[src/logic/tgd_cfg.svh]
// Codes, widths and timing counts of the trigger and coarse-delay block.
`ifndef TGD_CFG_SVH
`define TGD_CFG_SVH

// System clock period in picoseconds (40 MHz).
`define TGD_CLK_PS 25000
// Nominal timebase period in picoseconds; unused, the coarse delay steps on the system clock.
`define TGD_TIMEBASE_PS 25600

// Stretcher hold time after the last edge, a least time rounded up.
`define TGD_STRETCH_NS 200
`define TGD_STRETCH_CYC ((`TGD_STRETCH_NS * 1000 + `TGD_CLK_PS - 1) / `TGD_CLK_PS)

// Hold sampling window, a least time rounded up.
`define TGD_HOLD_NS 3300
`define TGD_HOLD_CYC ((`TGD_HOLD_NS * 1000 + `TGD_CLK_PS - 1) / `TGD_CLK_PS)

// Trigger source select codes.
`define TGD_SEL_CHA 2'h0
`define TGD_SEL_CHB 2'h1
`define TGD_SEL_SOFT 2'h2
`define TGD_SEL_EXT 2'h3

// Counter stage widths: fast first stage, second stage, upper stages.
`define TGD_W_FIRST 4
`define TGD_W_SECOND 4
`define TGD_W_UPPER 16

`endif

[src/logic/tgd_pkg.sv]
// Types shared by the trigger and coarse-delay block.
package tgd_pkg;

  // Sequence of one delayed sample.
  typedef enum logic [2:0] {
    TGD_ST_IDLE,
    TGD_ST_ARMED,
    TGD_ST_RAMP1,
    TGD_ST_COUNT,
    TGD_ST_RAMP2
  } tgd_state_t;

endpackage

[src/logic/tgd_stage_if.sv]
// Signals between the delay controller and one counter stage.
`timescale 1ns/1ps
interface tgd_stage_if #(
  parameter int W = 4
);
  logic load;
  logic tick;
  logic [W-1:0] d;
  logic [W-1:0] q;
  logic full;

  modport stage (input load, input tick, input d, output q, output full);
  modport ctrl (output load, output tick, output d, input q, input full);
endinterface

[src/logic/tgd_stage.sv]
// One loadable binary up-counter stage of the coarse delay chain.
`timescale 1ns/1ps
module tgd_stage (
  input wire logic clk_sys_i,
  input wire logic reset_i,
  tgd_stage_if.stage s
);
  // Loads on a tick while load is held, otherwise counts up on a tick.
  always_ff @(posedge clk_sys_i) begin
    if (reset_i) begin
      s.q <= '0;
    end else if (s.tick && s.load) begin
      s.q <= s.d;
    end else if (s.tick) begin
      s.q <= s.q + 1'b1;
    end
  end

  // Terminal count of the stage.
  assign s.full = &s.q;
endmodule // tgd_stage

[src/logic/tgd_delay_top.sv]
// Trigger selection, stretcher, reset latch and coarse delay counter.
// How it works
// - Mux routes one of channel A, channel B, software or external trigger.
// - Trigger inputs are active low, the software strobe active high; only the selected one is looked at.
// - Only the first leading edge of a stretched pulse starts a sequence.
// - Stretch holds until 200 ns after the last edge, restarted per edge.
// - One-shot fires only on a falling input; arming sets on high input.
// - System clock period of 25 ns is the coarse delay unit.
// - Counter ticks while count enable or the load strobe is active.
// - Coarse delay in steps of one system clock, up to about 419 ms.
// - Counter output is a registered one-cycle pulse after the chain is full.
// - Fast stage full feeds second, its carry feeds upper stages.
// - Load happens on one tick while the load strobe is held.
// - After the reset latch sets, exactly the next trigger is accepted.
// - Latch set clears ramp control, presets ramp, clears hold, signals ready.
// - Latch sets from end-of-sample or the processor reset strobe.
// - The sample acknowledge strobe clears the voltage hold.
// - Hold trigger opens a 3.3 us window; its start releases the clamp.
// - First edge after trigger enables the gate; next edge counts.
`timescale 1ns/1ps
`include "tgd_cfg.svh"
module tgd_delay_top
  import tgd_pkg::*;
#(
  parameter int W_FIRST = `TGD_W_FIRST,
  parameter int W_SECOND = `TGD_W_SECOND,
  parameter int W_UPPER = `TGD_W_UPPER,
  parameter int W_LEVEL = 10
) (
  input wire logic clk_sys_i,
  input wire logic reset_i,
  input wire logic trig_a_n_i,
  input wire logic trig_b_n_i,
  input wire logic ext_trig_n_i,
  input wire logic soft_trig_i,
  input wire logic [1:0] trig_sel_i,
  input wire logic [W_LEVEL-1:0] trig_level_i,
  input wire logic [W_FIRST+W_SECOND+W_UPPER-1:0] delay_word_i,
  input wire logic load_i,
  input wire logic reset_cmd_i,
  input wire logic new_data_ack_i,
  input wire logic sample_done_i,
  output logic [W_LEVEL-1:0] trig_level_o,
  output logic stretch_o,
  output logic ready_o,
  output logic ramp_preset_o,
  output logic comp_latch_o,
  output logic ramp_on_o,
  output logic gate_en_o,
  output logic count_out_o,
  output logic hold_sample_o,
  output logic hold_clear_o,
  output logic clamp_release_o
);
  localparam int W_ALL = W_FIRST + W_SECOND + W_UPPER;
  localparam logic [7:0] STRETCH_CYC = 8'(`TGD_STRETCH_CYC);
  localparam logic [11:0] HOLD_CYC = 12'(`TGD_HOLD_CYC);

  logic a_s1_r;
  logic a_s2_r;
  logic b_s1_r;
  logic b_s2_r;
  logic e_s1_r;
  logic e_s2_r;
  logic done_s1_r;
  logic done_s2_r;
  logic done_prev_r;
  logic mux_n;
  logic mux_prev_r;
  logic arm_r;
  logic [7:0] stretch_cnt_r;
  logic stretch_r;
  logic stretch_prev_r;
  logic init_r;
  logic start;
  logic latch_r;
  logic latch_set;
  logic accept;
  tgd_state_t state_r;
  tgd_state_t state_nxt;
  logic count_en_r;
  logic gate;
  logic all_full;
  logic count_out_r;
  logic ramp_on_r;
  logic [11:0] hold_cnt_r;
  logic hold_sample_r;
  logic hold_clear_r;
  logic clamp_rel_r;
  logic [W_LEVEL-1:0] level_r;
  logic done_evt;

  tgd_stage_if #(.W(W_FIRST)) st0 ();
  tgd_stage_if #(.W(W_SECOND)) st1 ();
  tgd_stage_if #(.W(W_UPPER)) st2 ();

  // Two-flop synchronisers for the pins from outside this clock.
  always_ff @(posedge clk_sys_i) begin
    if (reset_i) begin
      a_s1_r <= 1'b1;
      a_s2_r <= 1'b1;
      b_s1_r <= 1'b1;
      b_s2_r <= 1'b1;
      e_s1_r <= 1'b1;
      e_s2_r <= 1'b1;
      done_s1_r <= 1'b0;
      done_s2_r <= 1'b0;
    end else begin
      a_s1_r <= trig_a_n_i;
      a_s2_r <= a_s1_r;
      b_s1_r <= trig_b_n_i;
      b_s2_r <= b_s1_r;
      e_s1_r <= ext_trig_n_i;
      e_s2_r <= e_s1_r;
      done_s1_r <= sample_done_i;
      done_s2_r <= done_s1_r;
    end
  end

  // Source multiplexer; the software strobe is active high, so invert it.
  always_comb begin
    case (trig_sel_i)
      `TGD_SEL_CHA: mux_n = a_s2_r;
      `TGD_SEL_CHB: mux_n = b_s2_r;
      `TGD_SEL_SOFT: mux_n = ~soft_trig_i;
      `TGD_SEL_EXT: mux_n = e_s2_r;
      default: mux_n = 1'b1;
    endcase
  end

  // Threshold code is simply held for the converter.
  always_ff @(posedge clk_sys_i) begin
    if (reset_i) begin
      level_r <= '0;
    end else begin
      level_r <= trig_level_i;
    end
  end

  // Arming flop: armed while the input is high, fires on the next fall.
  always_ff @(posedge clk_sys_i) begin
    if (reset_i) begin
      arm_r <= 1'b0;
      mux_prev_r <= 1'b1;
    end else begin
      mux_prev_r <= mux_n;
      arm_r <= mux_n;
    end
  end

  // Stretcher: stays active while low and for the hold time after any edge.
  always_ff @(posedge clk_sys_i) begin
    if (reset_i) begin
      stretch_cnt_r <= '0;
      stretch_r <= 1'b0;
    end else if (mux_n != mux_prev_r) begin
      stretch_cnt_r <= STRETCH_CYC;
      stretch_r <= stretch_r | (~mux_n & arm_r);
    end else if (stretch_cnt_r != 8'h00) begin
      stretch_cnt_r <= stretch_cnt_r - 8'h01;
    end else if (mux_n) begin
      stretch_r <= 1'b0;
    end
  end

  // The first completed stretch initialises the stretcher after power-up.
  always_ff @(posedge clk_sys_i) begin
    if (reset_i) begin
      init_r <= 1'b0;
      stretch_prev_r <= 1'b0;
    end else begin
      stretch_prev_r <= stretch_r;
      if (stretch_prev_r && !stretch_r) begin
        init_r <= 1'b1;
      end
    end
  end

  // Only the leading edge of the stretched pulse counts as a start.
  assign start = stretch_r & ~stretch_prev_r & init_r;

  // End-of-sample arrives as a synchronised rising edge.
  always_ff @(posedge clk_sys_i) begin
    if (reset_i) begin
      done_prev_r <= 1'b0;
    end else begin
      done_prev_r <= done_s2_r;
    end
  end
  assign done_evt = done_s2_r & ~done_prev_r;
  assign latch_set = done_evt | reset_cmd_i;
  // A trigger is taken while the latch stands and is not being set again, even in the IDLE cycle.
  assign accept = start & latch_r & ~latch_set;

  // Reset latch; a set in the same cycle as an accepted trigger wins.
  always_ff @(posedge clk_sys_i) begin
    if (reset_i) begin
      latch_r <= 1'b0;
    end else if (latch_set) begin
      latch_r <= 1'b1;
    end else if (accept) begin
      latch_r <= 1'b0;
    end
  end

  // Next state of the ramp control sequence.
  always_comb begin
    state_nxt = state_r;
    case (state_r)
      TGD_ST_IDLE: begin
        if (accept) begin
          state_nxt = TGD_ST_RAMP1;
        end else if (latch_r) begin
          state_nxt = TGD_ST_ARMED;
        end
      end
      TGD_ST_ARMED: begin
        if (accept) begin
          state_nxt = TGD_ST_RAMP1;
        end
      end
      TGD_ST_RAMP1: state_nxt = TGD_ST_COUNT;
      TGD_ST_COUNT: begin
        if (count_out_r) begin
          state_nxt = TGD_ST_RAMP2;
        end
      end
      TGD_ST_RAMP2: begin
        if (done_evt) begin
          state_nxt = TGD_ST_IDLE;
        end
      end
      default: state_nxt = TGD_ST_IDLE;
    endcase
  end

  // State register; the latch setting clears the ramp control at once.
  always_ff @(posedge clk_sys_i) begin
    if (reset_i) begin
      state_r <= TGD_ST_IDLE;
    end else if (latch_set) begin
      state_r <= TGD_ST_IDLE;
    end else begin
      state_r <= state_nxt;
    end
  end

  // Ramp runs from trigger to first edge, then from count out to sample.
  always_ff @(posedge clk_sys_i) begin
    if (reset_i) begin
      ramp_on_r <= 1'b0;
      count_en_r <= 1'b0;
    end else begin
      ramp_on_r <= ~latch_set & (state_nxt == TGD_ST_RAMP1 ||
                                 state_nxt == TGD_ST_RAMP2);
      count_en_r <= ~latch_set & (state_nxt == TGD_ST_COUNT);
    end
  end

  // Gated tick to the counter chain.
  assign gate = count_en_r | load_i;
  assign all_full = st0.full & st1.full & st2.full;

  // Load strobe and complemented delay word go to every stage.
  assign st0.load = load_i;
  assign st1.load = load_i;
  assign st2.load = load_i;
  assign st0.d = delay_word_i[W_FIRST-1:0];
  assign st1.d = delay_word_i[W_FIRST+W_SECOND-1:W_FIRST];
  assign st2.d = delay_word_i[W_ALL-1:W_FIRST+W_SECOND];

  // Cascade: fast stage full steps the second, its carry steps the rest.
  assign st0.tick = gate;
  assign st1.tick = gate & (load_i | st0.full);
  assign st2.tick = gate & (load_i | (st0.full & st1.full));

  tgd_stage u_st0 (
    .clk_sys_i(clk_sys_i),
    .reset_i(reset_i),
    .s(st0.stage)
  );
  tgd_stage u_st1 (
    .clk_sys_i(clk_sys_i),
    .reset_i(reset_i),
    .s(st1.stage)
  );
  tgd_stage u_st2 (
    .clk_sys_i(clk_sys_i),
    .reset_i(reset_i),
    .s(st2.stage)
  );

  // Count out is the one tick that follows a full chain.
  always_ff @(posedge clk_sys_i) begin
    if (reset_i) begin
      count_out_r <= 1'b0;
    end else begin
      count_out_r <= count_en_r & ~load_i & all_full;
    end
  end

  // Hold window starts with the accepted trigger.
  always_ff @(posedge clk_sys_i) begin
    if (reset_i) begin
      hold_cnt_r <= '0;
      hold_sample_r <= 1'b0;
    end else if (accept) begin
      hold_cnt_r <= HOLD_CYC - 12'h001;
      hold_sample_r <= 1'b1;
    end else if (hold_cnt_r != 12'h000) begin
      hold_cnt_r <= hold_cnt_r - 12'h001;
    end else begin
      hold_sample_r <= 1'b0;
    end
  end

  // Clamp release is set by the window start; hold clear by latch or ack.
  always_ff @(posedge clk_sys_i) begin
    if (reset_i) begin
      clamp_rel_r <= 1'b0;
      hold_clear_r <= 1'b1;
    end else if (accept) begin
      clamp_rel_r <= 1'b1;
      hold_clear_r <= 1'b0;
    end else if (new_data_ack_i || (latch_set && !latch_r)) begin
      clamp_rel_r <= 1'b0;
      hold_clear_r <= 1'b1;
    end
  end

  // Outputs, each from its flop.
  assign trig_level_o = level_r;
  assign stretch_o = stretch_r;
  assign ready_o = latch_r;
  assign ramp_preset_o = latch_r;
  assign comp_latch_o = latch_r;
  assign ramp_on_o = ramp_on_r;
  assign gate_en_o = count_en_r;
  assign count_out_o = count_out_r;
  assign hold_sample_o = hold_sample_r;
  assign hold_clear_o = hold_clear_r;
  assign clamp_release_o = clamp_rel_r;
endmodule // tgd_delay_top

[config.mk]
export PLATFORM = sky130hd
export DESIGN_NAME = tgd_delay_top
export DESIGN_NICKNAME = d
export VERILOG_FILES = /design/src/logic/tgd_pkg.sv /design/src/logic/tgd_stage_if.sv /design/src/logic/tgd_stage.sv /design/src/logic/tgd_delay_top.sv
export VERILOG_INCLUDE_DIRS = /design/src /design/src/logic
export SDC_FILE = /design/constraint.sdc
export NUM_CORES = 1
export LEC_CHECK = 0
export ABC_CLOCK_PERIOD_IN_PS = 4900
export BUFFER_PORTS_ARGS = -buffer_cell sky130_fd_sc_hd__buf_2
export CORE_UTILIZATION = 44
export CTS_CLUSTER_DIAMETER = 120
export DETAILED_ROUTE_END_ITERATION = 6
export HOLD_SLACK_MARGIN = 0.08
export PLACE_DENSITY = 0.65
export SLEW_MARGIN = 10
export SYNTH_ARGS = -nofsm -noshare
export SYNTH_HDL_FRONTEND = slang
export SYNTH_SLANG_ARGS = --single-unit
export TNS_END_PERCENT = 10
[constraint.sdc]
create_clock -name clk_sys_i -period 4.9 [get_ports clk_sys_i]
set_clock_uncertainty 0.05 [all_clocks]
set_input_delay 0.98 -clock clk_sys_i [delete_from_list [all_inputs] [get_ports clk_sys_i]]
set_output_delay 0.98 -clock clk_sys_i [all_outputs]
set_load 0.05 [all_outputs]
### Yosys cells after proc, flatten, opt, wreduce, memory -nomap -nowiden

Index checks and enable logic that the tools add are counted.

* bits of input ports: 46
* output and inout bits: 20
* register bits: 78
* logic and storage cells: 129

* add/subtract/negate cells: 5
* muxes and demuxes: 28
* bitwise gates (word level): 25
* reduce and logical (&&, ||, !) cells: 28
* equality and inequality tests: 13

Operator list (count)
* $mux 16: 2
* $mux 4: 6
* $add 16x1->16 const B: 1
* $mux 8: 2
* $reduce_and 16->1: 1
* $reduce_bool 2->1: 8
* $mux 3: 5
* $pmux 3 s5: 1
* $and 1x1->1: 14
* $eq 3x2->1 const B: 4
* $reduce_bool 12->1: 1
* $sub 12x1->12 const B: 1
* $mux 1: 11
* $add 4x1->4 const B: 2
* $reduce_and 4->1: 2
* $reduce_bool 8->1: 1
* $sub 8x1->8 const B: 1
* $eq 3x3->1 const B: 2
* $not 1->1: 6
* $reduce_or 2->1: 3
* $logic_and 1x1->1: 5
* $or 1x1->1: 5
* $eq 2x2->1 const B: 2
* $ne 2x2->1 const B: 2
* other kinds (9): 11

### Logic depth before layout (Yosys ltp)

Gate-level depths: netlist of run 1.

* depth in word-level cells: 10
* mapped depth: 7
* depth with buffers taken out: 7

### Hierarchy

From an unflattened synthesis of run 1, not the netlist that was laid out.

* cells, all modules: 406
* area, all modules: 3547.2 um2

Modules (own cells, without submodules)
* tgd_delay_top: seq. area each 1081.0 um2, cells an instance 221, times used 1, area each 2089.5 um2
* tgd_stage (u_st2): seq. area each 320.3 um2, cells an instance 131, times used 1, area each 987.2 um2
* tgd_stage (u_st0 ...): seq. area each 80.1 um2, cells an instance 27, times used 2, area each 235.2 um2

### Worst setup path after synthesis of run 1

Ideal clock, no wire load.

* kind: input-to-reg
* start point: input trig_sel_i[0]
* end point: register stretch_cnt_r[1]
* stages: 4
* path buffers: 0
* data arrival time: 2.088 ns
* setup slack: 2.647 ns
* data required time: 4.736 ns
* library setup time: 0.114 ns
* path through: mux4_2 inv_1 ha_1 a2111oi_0

* cells in the longest elaborated chain, start to end: 4
* elaborated cells on any way between the ends: 7
* classes of those cells: 4 x eq/ne; 1 x mux; 2 x reduce/logical

RTL lines
* from (decl): line tgd_delay_top.sv:36 `input wire logic [1:0] trig_sel_i,`
* $eq 2x2->1 (tied with other cells): line tgd_delay_top.sv:122 `case (trig_sel_i)`
* $pmux 1 s4 (*): line tgd_delay_top.sv:122
* $ne 1x1->1 (*): line tgd_delay_top.sv:156 `end else if (mux_n != mux_prev_r) begin`
* $reduce_or 2->1 (no line) (*)
* to (signal assigned): line tgd_delay_top.sv:160 `stretch_cnt_r <= stretch_cnt_r - 8'h01;`
* to (decl): line tgd_delay_top.sv:71 `logic [7:0] stretch_cnt_r;`

Mark *: on every way between the ends. The rest lies on a longest branch, timed or not.
A chain may end at the register's enable or synchronous reset.

### Final worst setup path of run 1

* start point: input load_i
* end point: register u_st2.s.q[3]

* cells in the longest elaborated chain, start to end: 4
* elaborated cells on any way between the ends: 6
* classes of those cells: 1 x mux; 3 x bitwise; 2 x reduce/logical

RTL lines
* from (decl): line tgd_delay_top.sv:39 `input wire logic load_i,`
* $or 1x1->1 (on tied branches): line tgd_delay_top.sv:261, tgd_delay_top.sv:275
* $and 1x1->1: line tgd_delay_top.sv:275 `assign st2.tick = gate & (load_i | (st0.full & st1.full));`
* $logic_and 1x1->1: line tgd_stage.sv:12 `end else if (s.tick && s.load) begin`
* $mux 16 / $reduce_bool 2->1 (equally long branches)
* to (signal assigned): line tgd_stage.sv:13 `s.q <= s.d;`
* to (signal assigned): line tgd_stage.sv:15 `s.q <= s.q + 1'b1;`
* to (decl): line tgd_stage_if.sv:12 `modport stage (input load, input tick, input d, output q, output full);`

Parallel ways exist; a longest one is shown, timed or not.

==> flow_summary_export.csv, run 1 <==
group,metric,value,unit
worst_hold_path,hold_class,"reg2reg",
setup_path,worstPathMaxFanout,41,
setup_path,cp-end-kind,"register",
sta,max_slew_margin,23.7,%
final_layout,fill_cells,720,
routing,num_vias,2733,
clock_tree,htree_levels,3,
floorplanning,core,7370,um^2
power,ir_drop,182,uV
floorplanning,start_util,46.1,%
clock_tree,root_buffer,"clkbuf_8",
placement,port_buffers,65,
clock_tree,insertion_delay,0.35,ns
final_layout,final_area,3920,um^2
sta,drv_slew,0,
routing,wl_per_cell,12.5,um
sta,fin_crit_sh,46.4,%
synthesis,syn_area,3400,um^2
placement,post_dp_cell_area,3740,um^2
final_layout,layout-drive-gt1-share,23.3,%
synthesis,syn_area_per_cell,9.23,um^2
run,maxCapViolations,0,
clock_tree,cts_sinks,78,
synthesis,synthArstFlopShare,0,%
floorplanning,fp-row-count,31,
sta,period_needed,2.27,ns
global_routing,grt_use_total,16.9,%
power,power_frac_seq,46.1,%
synthesis,synth_nets,420,
setup_path,cp.required,5.07,ns
final_layout,finalNetCount,480,
sta,finalSetupViolCount,0,
synthesis,yosysWarningCount,0,
power,intPower,1.14,mW
final_layout,seqCellArea,1560,um^2
setup_path,critPathLaunchType,"input pin",
floorplanning,dieArea,8080,um^2
final_layout,antennaDiodeCount,0,
routing,first_iter_violations,67,
power,pwr-share-comb,28.9,%
sta,rsz0062_at_grt,"no",
outcome,outcome,"completed",
routing,wirelength,6630,um
power,clkPwrFrac,25.0,%
setup_path,cp_data_arrival_time,2.44,ns
synthesis,synth_cell_types,52,
clock_tree,clk_pin_slew,0.08,ns
power,power.total,1.72,mW
clock_tree,cts_buffers,9,
floorplanning,die_w,89.9,um
clock_tree,post_cts_buffers,0,
global_routing,grt_max_degree,58,
sta,hold_viol,0,
placement,dp_hpwl,4660,um
power,power_density,438,nW/um^2
synthesis,synth_edf_count,0,
routing,via_per_inst,5.14,
synthesis,yosysSeqAreaShare,46.0,%
global_routing,gr-total-overflow,0,
clock_tree,cts_tree,"done",
synthesis,ys_seq_elements,78,
clock_tree,cts.path.max_buffers,2,
power,leakage,1.58,nW
final_layout,synthToLayoutAreaGrowth,15.4,%
global_routing,antenna_found_initial,0,
sta,setup_tns,0,ns
clock_tree,ctsHoldBuffers,0,
routing,drc,0,
sta,max_freq,440,MHz
final_layout,stdcell_count,532,
floorplanning,io_pins,66,
global_routing,grt_pass1_vias,2457,
power,swShare,33.4,%
power,switching_power,0.574,mW
final_layout,multi_input_area,1670,um^2
synthesis,synth_cells,368,
routing,antenna_left,0,
global_routing,grt_pass1_wl,11000,um
placement,gp_congestion,0.758,
routing,detail_route.first_pass.iterations,4,
floorplanning,die_h,89.9,um
synthesis,ys.flop_type,"dfxtp_1",
setup_path,crit_type,"in2reg",
placement,placed_cells,516,
clock_tree,cts_resized,0,
sta,worst_pin_slew,1.14,ns
-- cells in the final DEF, fill, tap and decap left out, types with 4 or more instances in the layout --
master | netlist | layout
dfxtp_1 | 78 | 78
buf_2 | 2 | 65
nor2_1 | 41 | 41
nand2_1 | 21 | 21
a21oi_1 | 21 | 21
nor2b_1 | 17 | 17
inv_1 | 16 | 16
xnor2_1 | 13 | 13
a211oi_1 | 11 | 11
nand3_1 | 10 | 10
or4_1 | 10 | 10
clkbuf_8 | 0 | 10
o31ai_1 | 9 | 9
a311oi_1 | 9 | 9
or2_2 | 8 | 8
nor4_1 | 7 | 7
xor2_1 | 7 | 7
or3_1 | 7 | 7
o21ai_0 | 7 | 7
nand4_1 | 7 | 7
nor3_1 | 6 | 6
nand2b_1 | 6 | 6
ha_1 | 6 | 6
mux2i_1 | 4 | 4
-- metrics by stage --
stage	setup slack, ns	util, %	hold slack [ns]
global placement	2.30	50.8	0.343
finish	2.63	53.2	0.362
floorplan	2.65	-	0.339
CTS	2.68	53.2	0.363
detailed placement	2.29	50.8	0.343
global route	2.39	53.2	0.378
-- routing by layer --
metal	track usage [%]	share of wire [%]	vias to the layer above	routed length, um
li1	-	-	1437	-
met2	28.3	46	39	3030
met5	0	0	-	0
met4	6.45	1.4	0	93
met1	20.4	49	1249	3270
met3	4.99	3.5	8	230
-- synthesized netlist by cell type, types with 2 or more instances --
cell       number  area share (%)
a211oi_1       11             2.4
buf_2           2            0.29
nor4b_1         2            0.52
nor2b_1        17             3.1
buf_6           3            0.99
ha_1            6             2.2
o31ai_1         9             2.0
xnor2_1        13             3.4
xor2_1          7             1.8
a21oi_1        21             3.1
or3_1           7             1.3
nand3b_1        2            0.44
nor3_1          6            0.88
nand2_1        21             2.3
inv_1          16             1.8
clkbuf_1        7            0.77
a311oi_1        9             2.3
nor3b_1         2            0.44
nand3_1        10             1.5
a2111oi_0       2            0.52
o21ai_0         7             1.0
a31oi_1         2            0.37
nor2_1         41             4.5
nand2b_1        6             1.1
and4_1          2            0.52
dfxtp_1        78              46
nand4_1         7             1.3
or4_1          10             2.2
mux2i_1         4             1.2
buf_4           3            0.66
or2_2           8             1.5
nor4_1          7             1.3
-- logic make-up after synthesis --
group | count (synthesis) | synth area share, %
mux | 6 | 2.17
flops | 78 | 46.0
buf+inv | 33 | 4.97
fa+ha+maj | 6 | 2.21
compound gates | 65 | 12.9
simple gates | 160 | 26.6
xor+xnor | 20 | 5.16
-- state kept, by name, summed over array words and instances, names as in the netlist, 3 cells and up --
name / cells
hold_cnt_r: 12
u_st1.s.q: 4
u_st0.s.q: 4
u_st2.s.q: 16
state_r: 3
trig_level_o: 10
stretch_cnt_r: 8
-- power groups by stage --
stage	registers [mW]	clock network, mW	logic, mW
after floorplan	0.808	0	0.400
after global placement	0.803	0	0.482
after detailed placement	0.805	0	0.496
after CTS	0.791	0.447	0.498
after global routing	0.807	0.473	0.558
final	0.792	0.429	0.496
-- critical path: stages --
cell and delay, ns:
buf_2 0.17, inv_1 0.51, and4_2 0.47, a2111oi_0 0.30
-- final timing paths --
check	from	end	slack [ns]	cells past startpoint
max	load_i	u_st2.s.q[3]	2.63	4
min reg2reg	a_s1_r	a_s2_r	0.36	1
min	a_s1_r	a_s2_r	0.36	1
max reg2reg	u_st0.s.q[0]	u_st2.s.q[14]	2.73	5
-- area by class of cell --
class	instances	area share, %
multi-input combinational	257	42.5
sequential	78	39.8
timing repair buffer	66	8.49
clock buffer	11	3.61
tap	99	3.16
inverter	16	1.53
clock inverter	5	0.862
No activity file was read; power rests on OpenSTA's default activity.
==> run 2, diff against run 1 <==
--- a/config.mk
+++ b/config.mk
@@ -6,13 +6,14 @@
 export SDC_FILE = /design/constraint.sdc
 export NUM_CORES = 1
 export LEC_CHECK = 0
-export ABC_CLOCK_PERIOD_IN_PS = 4900
+export ABC_AREA = 1
+export ABC_CLOCK_PERIOD_IN_PS = 2100
 export BUFFER_PORTS_ARGS = -buffer_cell sky130_fd_sc_hd__buf_2
 export CORE_UTILIZATION = 44
 export CTS_CLUSTER_DIAMETER = 120
 export DETAILED_ROUTE_END_ITERATION = 6
 export HOLD_SLACK_MARGIN = 0.08
-export PLACE_DENSITY = 0.65
+export PLACE_DENSITY = 0.64
 export SLEW_MARGIN = 10
 export SYNTH_ARGS = -nofsm -noshare
 export SYNTH_HDL_FRONTEND = slang
==> constraint.sdc (replaced) <==
create_clock -name clk_sys_i -period 2.1 [get_ports clk_sys_i]
set_clock_uncertainty 0.05 [all_clocks]
set_input_delay 0.42 -clock clk_sys_i [delete_from_list [all_inputs] [get_ports clk_sys_i]]
set_output_delay 0.42 -clock clk_sys_i [all_outputs]
set_load 0.05 [all_outputs]
==> flow_summary_export.csv, run 2 <==
group,metric,value,unit
synthesis,synth_cells,519,
floorplanning,die_h,93.6,um
routing,wl_met2,3760,um
clock_tree,cts_buffers,9,
outcome,outcome,"completed",
sta,max_slew_margin,66.1,%
synthesis,synth.largest_area_cell,"dfxtp_1",
power,leakage,2.02,nW
placement,post_dp_cell_area,4100,um^2
synthesis,yosysMostFrequentCell,"nand2_1",
final_layout,layout_commonest_cell,"nand2_1",
global_routing,grt_pass1_vias,3161,
routing,wl_per_cell,11.2,um
setup_path,r2r_slack,0.42,ns
synthesis,syn_area_per_cell,7.11,um^2
worst_hold_path,holdPathStages,2,
synthesis,synth_nets,571,
power,intPower,2.82,mW
sta,worst_pin_slew,0.508,ns
clock_tree,cts_resized,0,
placement,port_buffers,65,
placement,pre_cts_slack,0.324,ns
setup_path,cp_cell_sequence,"inv_1 > ha_1 > nand3_1 > nor2_1 > nand2_1 > nand2_1 > nand2_1 > o21ai_1 > inv_1",
global_routing,antenna_found_initial,0,
clock_tree,cts_tree,"done",
sta,period_needed,1.68,ns
floorplanning,io_pins,66,
floorplanning,die_w,93.6,um
final_layout,top_register,"u_st2.s.q",
setup_path,crit_top_cell,"nand2_1",
final_layout,finalNetCount,637,
floorplanning,core,8180,um^2
setup_path,cp_top_family,"simple AND/OR/NAND/NOR gates",
placement,gp_congestion,0.839,
final_layout,final_cell_mix,"nand2_1, nor2_1, dfxtp_1",
synthesis,synth_cell_types,38,
sta,drv_slew,0,
setup_path,r2r_cells,9,
final_layout,layout-drive-gt1-share,19.0,%
final_layout,finish.utilization,52.9,%
power,power.total,4.27,mW
routing,drc,0,
clock_tree,root_buffer,"clkbuf_8",
clock_tree,insertion_delay,0.35,ns
sta,fin_crit_sh,79.8,%
synthesis,synthArstFlopShare,0,%
setup_path,critPathLaunchType,"register",
power,power_frac_seq,42.1,%
routing,detail_route.first_pass.iterations,4,
clock_tree,clk_pin_slew,0.08,ns
power,switching_power,1.46,mW
run,maxCapViolations,0,
setup_path,cp_data_arrival_time,1.88,ns
power,pwr-share-comb,29.0,%
synthesis,yosysWarningCount,0,
routing,num_vias,3393,
sta,max_freq,596,MHz
global_routing,gr-total-overflow,0,
setup_path,crit_type,"reg2reg",
synthesis,syn_area,3690,um^2
floorplanning,dieArea,8750,um^2
clock_tree,htree_levels,3,
clock_tree,cts.path.max_buffers,2,
global_routing,grt_pass1_wl,13500,um
power,power_density,988,nW/um^2
routing,antenna_left,0,
sta,finalWorstSetupSlack,0.423,ns
sta,hold_viol,0,
synthesis,synth_common_cells,"nand2_1, nor2_1, dfxtp_1",
routing,routed-wl-met3,300,um
final_layout,synthToLayoutAreaGrowth,17.3,%
routing,top_layer,"met4",
setup_path,cp.required,2.30,ns
setup_path,cp.buffers_inverters,2,
synthesis,synth_top_cells_by_area,"dfxtp_1, nand2_1, nor2_1",
clock_tree,ctsHoldBuffers,0,
floorplanning,start_util,45.1,%
worst_hold_path,hold_class,"in2reg",
final_layout,largest_reg_flops,16,
final_layout,antennaDiodeCount,0,
setup_path,critPathSlowestCell,"dfxtp_1",
setup_path,worstPathMaxFanout,6,
synthesis,synth_edf_count,0,
setup_path,max_stage_delay,0.31,ns
routing,via_per_inst,4.88,
clock_tree,post_cts_buffers,0,
placement,placed_cells,679,
routing,wl_met1,3540,um
setup_path,crit_cells,9,
power,clkPwrFrac,28.9,%
placement,dp_hpwl,5760,um
power,ir_drop,442,uV
routing,first_iter_violations,131,
sta,fin_hold_ws,0.204,ns
synthesis,yosysSeqAreaShare,42.3,%
synthesis,ys_seq_elements,78,
setup_path,cp-end-kind,"register",
synthesis,ys.flop_type,"dfxtp_1",
routing,wirelength,7780,um
power,swShare,34.1,%
global_routing,grt_max_degree,32,
clock_tree,cts_sinks,78,
final_layout,fill_cells,825,
final_layout,stdcell_count,695,
synthesis,synth_top_area_share,42.3,%
sta,setup_tns,0,ns
sta,finalSetupViolCount,0,
floorplanning,fp-row-count,33,
global_routing,grt_use_total,19.4,%
sta,rsz0062_at_grt,"no",
final_layout,final_area,4330,um^2
-- run 2: cell types whose count changed after synthesis, moves of 15 or more --
cell / before / now
nand2_1: 21 / 109
nand3_1: 10 / 33
o21ai_0: 7 / 22
inv_1: 16 / 69
nor2_1: 41 / 81
nor2b_1: 17 / 0
-- run 2: area by class of cell --
type	instances	area (um^2)	area share [%]
Sequential cell	78	1560	36.1
Clock buffer	9	124	2.86
Clock inverter	7	98.8	2.28
Multi-Input combinational cell	356	1790	41.4
Inverter	71	267	6.16
Tap cell	105	131	3.04
Timing Repair Buffer	69	355	8.21
-- run 2: layer usage --
| metal | track usage [%] | up-vias |
|---|---|---|
| met5 | 0 | - |
| met4 | 8.21 | 0 |
| met3 | 5.12 | 17 |
| met2 | 34.8 | 55 |
| met1 | 21.4 | 1533 |
| li1 | - | 1788 |
-- run 2: path summary, 6_finish.rpt --
path                       from            end
hold / removal       trig_a_n_i         a_s1_r
setup / recovery  hold_cnt_r[0]  hold_cnt_r[0]
hold reg to reg       done_s1_r      done_s2_r
setup reg to reg  hold_cnt_r[0]  hold_cnt_r[0]
-- run 2: kinds of logic (layout without fill, tap and decap cells) --
kind of cell    after synthesis  after routing  synth area share, %
compound gates               73             73                 11.8
flops                        78             78                 42.3
fa+ha+maj                     6              6                 2.04
xor+xnor                     14             14                 3.32
buf+inv                      85            156                 9.16
simple gates                263            263                 31.3
-- run 2: worst reg2reg max path, cell delays in order (launching register included) --
cell and delay [ns]:
dfxtp_1 0.31, inv_1 0.14, ha_1 0.25, nand3_1 0.13, nor2_1 0.22, nand2_1 0.18
nand2_1 0.09, nand2_1 0.05, o21ai_1 0.12, inv_1 0.05
-- run 2: power groups by stage --
stage	combinational (mW)	clock (mW)	sequential [mW]
floorplan	0.963	0	1.85
global placement	1.21	0	1.83
detailed placement	1.24	0	1.83
CTS	1.25	1.28	1.80
global route	1.45	1.32	1.83
finish	1.24	1.24	1.80
==> run 3, diff against run 2 <==
--- a/config.mk
+++ b/config.mk
@@ -7,7 +7,7 @@
 export NUM_CORES = 1
 export LEC_CHECK = 0
 export ABC_AREA = 1
-export ABC_CLOCK_PERIOD_IN_PS = 2100
+export ABC_CLOCK_PERIOD_IN_PS = 1700
 export BUFFER_PORTS_ARGS = -buffer_cell sky130_fd_sc_hd__buf_2
 export CORE_UTILIZATION = 44
 export CTS_CLUSTER_DIAMETER = 120
==> constraint.sdc (replaced) <==
create_clock -name clk_sys_i -period 1.7 [get_ports clk_sys_i]
set_clock_uncertainty 0.05 [all_clocks]
set_input_delay 0.34 -clock clk_sys_i [delete_from_list [all_inputs] [get_ports clk_sys_i]]
set_output_delay 0.34 -clock clk_sys_i [all_outputs]
set_load 0.05 [all_outputs]
==> flow_summary_export.csv, run 3 (synthesized netlist as in run 2, its figures left out) <==
group,metric,value,unit
setup_path,worstPathMaxFanout,7,
routing,via_per_inst,4.89,
clock_tree,clk_pin_slew,0.08,ns
setup_path,crit_type,"reg2reg",
placement,port_buffers,65,
setup_path,critPathLaunchType,"register",
final_layout,layout_commonest_cell,"nand2_1",
setup_path,critPathLaunch,"u_st0.s.q[0]",
floorplanning,io_pins,66,
floorplanning,die_w,93.6,um
outcome,outcome,"completed",
clock_tree,ctsHoldBuffers,0,
routing,drc,0,
placement,gp_congestion,0.820,
final_layout,finalNetCount,649,
routing,wirelength,8020,um
global_routing,grtUsageMet3,4.72,%
global_routing,gr-total-overflow,0,
routing,wl_per_cell,11.3,um
floorplanning,fp-row-count,33,
final_layout,antennaDiodeCount,0,
setup_path,cp-end-kind,"register",
global_routing,grt_pass1_wl,13600,um
sta,finalWorstSetupSlack,0.141,ns
routing,detail_route.first_pass.iterations,4,
global_routing,busiest_layer,"met2",
floorplanning,dieArea,8750,um^2
floorplanning,die_h,93.6,um
clock_tree,cts_sinks,78,
final_layout,top_register,"u_st2.s.q",
sta,period_needed,1.56,ns
final_layout,final_cell_mix,"nand2_1, nor2_1, dfxtp_1",
sta,rsz0062_at_grt,"no",
clock_tree,htree_levels,3,
sta,setup_tns,0,ns
power,power_density,1210,nW/um^2
global_routing,antenna_found_initial,0,
power,ir_drop,498,uV
global_routing,grt_max_degree,41,
clock_tree,cts.path.max_buffers,2,
placement,dp_hpwl,5950,um
sta,max_slew_margin,79.9,%
clock_tree,post_cts_buffers,0,
clock_tree,root_buffer,"clkbuf_8",
setup_path,cp.required,1.94,ns
run,maxCapViolations,0,
sta,fin_crit_sh,91.7,%
routing,first_iter_violations,121,
worst_hold_path,hold_start,"trig_a_n_i",
global_routing,grt_pass1_vias,3210,
setup_path,cp_data_arrival_time,1.80,ns
sta,max_freq,642,MHz
clock_tree,insertion_delay,0.35,ns
final_layout,synthToLayoutAreaGrowth,20.7,%
clock_tree,cts_tree,"done",
power,leakage,2.08,nW
sta,finalSetupViolCount,0,
global_routing,met2_usage,31.9,%
sta,hold_viol,0,
clock_tree,cts_resized,0,
sta,drv_slew,0,
power,power.total,5.40,mW
routing,num_vias,3455,
global_routing,use_met1,24.3,%
routing,antenna_left,0,
floorplanning,start_util,45.1,%
floorplanning,core,8180,um^2
sta,worst_pin_slew,0.300,ns
placement,pre_cts_slack,0.00131,ns
setup_path,r2r_slack,0.14,ns
clock_tree,cts_buffers,9,
final_layout,layout-drive-gt1-share,21.6,%
setup_path,reg2reg_from,"u_st0.s.q[0]",
worst_hold_path,hold_class,"in2reg",
final_layout,largest_reg_flops,16,
global_routing,grt_use_total,19.7,%
==> run 3: routing by layer <==
layer	share of wire [%]	routed length, um	vias up
met5	0	0	-
met4	3.4	274	0
met3	3.4	276	23
met2	46	3690	61
met1	47	3780	1563
li1	-	-	1808
==> run 3: critical path: stages, from the launching register on <==
cell	delay, ns
dfxtp_2	0.36
ha_2	0.21
nand3_4	0.10
nor2_8	0.20
a21oi_4	0.07
buf_4	0.18
nor2_4	0.14
o21ai_1	0.09
o21ai_1	0.11
==> run 3: power by group <==
part | internal (mW) | total, mW | switching [mW]
Combinational | 0.639 | 1.61 | 0.974
Sequential | 2.07 | 2.22 | 0.152
Clock | 0.840 | 1.56 | 0.725
==> run 3: worst paths after layout <==
kind / to / cells after the start
setup reg to reg: u_st2.s.q[14] / 8
hold / removal: a_s1_r / 2
hold reg to reg: e_s2_r / 1
setup / recovery: u_st2.s.q[14] / 8
==> run 3: final cells by class <==
class	instances	area, um^2
clock buffer	10	128
clock inverter	6	95.1
tap	105	131
multi-input combinational	356	1810
inverter	71	267
sequential	78	1560
fill	812	3720
timing repair buffer	81	458
==> run 3: metrics by stage <==
stage | instance area, um^2 | instances | hold slack, ns | utilization (%)
2_1_floorplan | 3690 | 519 | 0.338 | -
3_3_place_gp | 4210 | 691 | 0.345 | 51.5
3_5_place_dp | 4210 | 691 | 0.348 | 51.5
4_1_cts | 4430 | 707 | 0.107 | 54.2
5_1_grt | 4450 | 707 | 0.0952 | 54.5
6_report | 4450 | 707 | 0.114 | 54.5
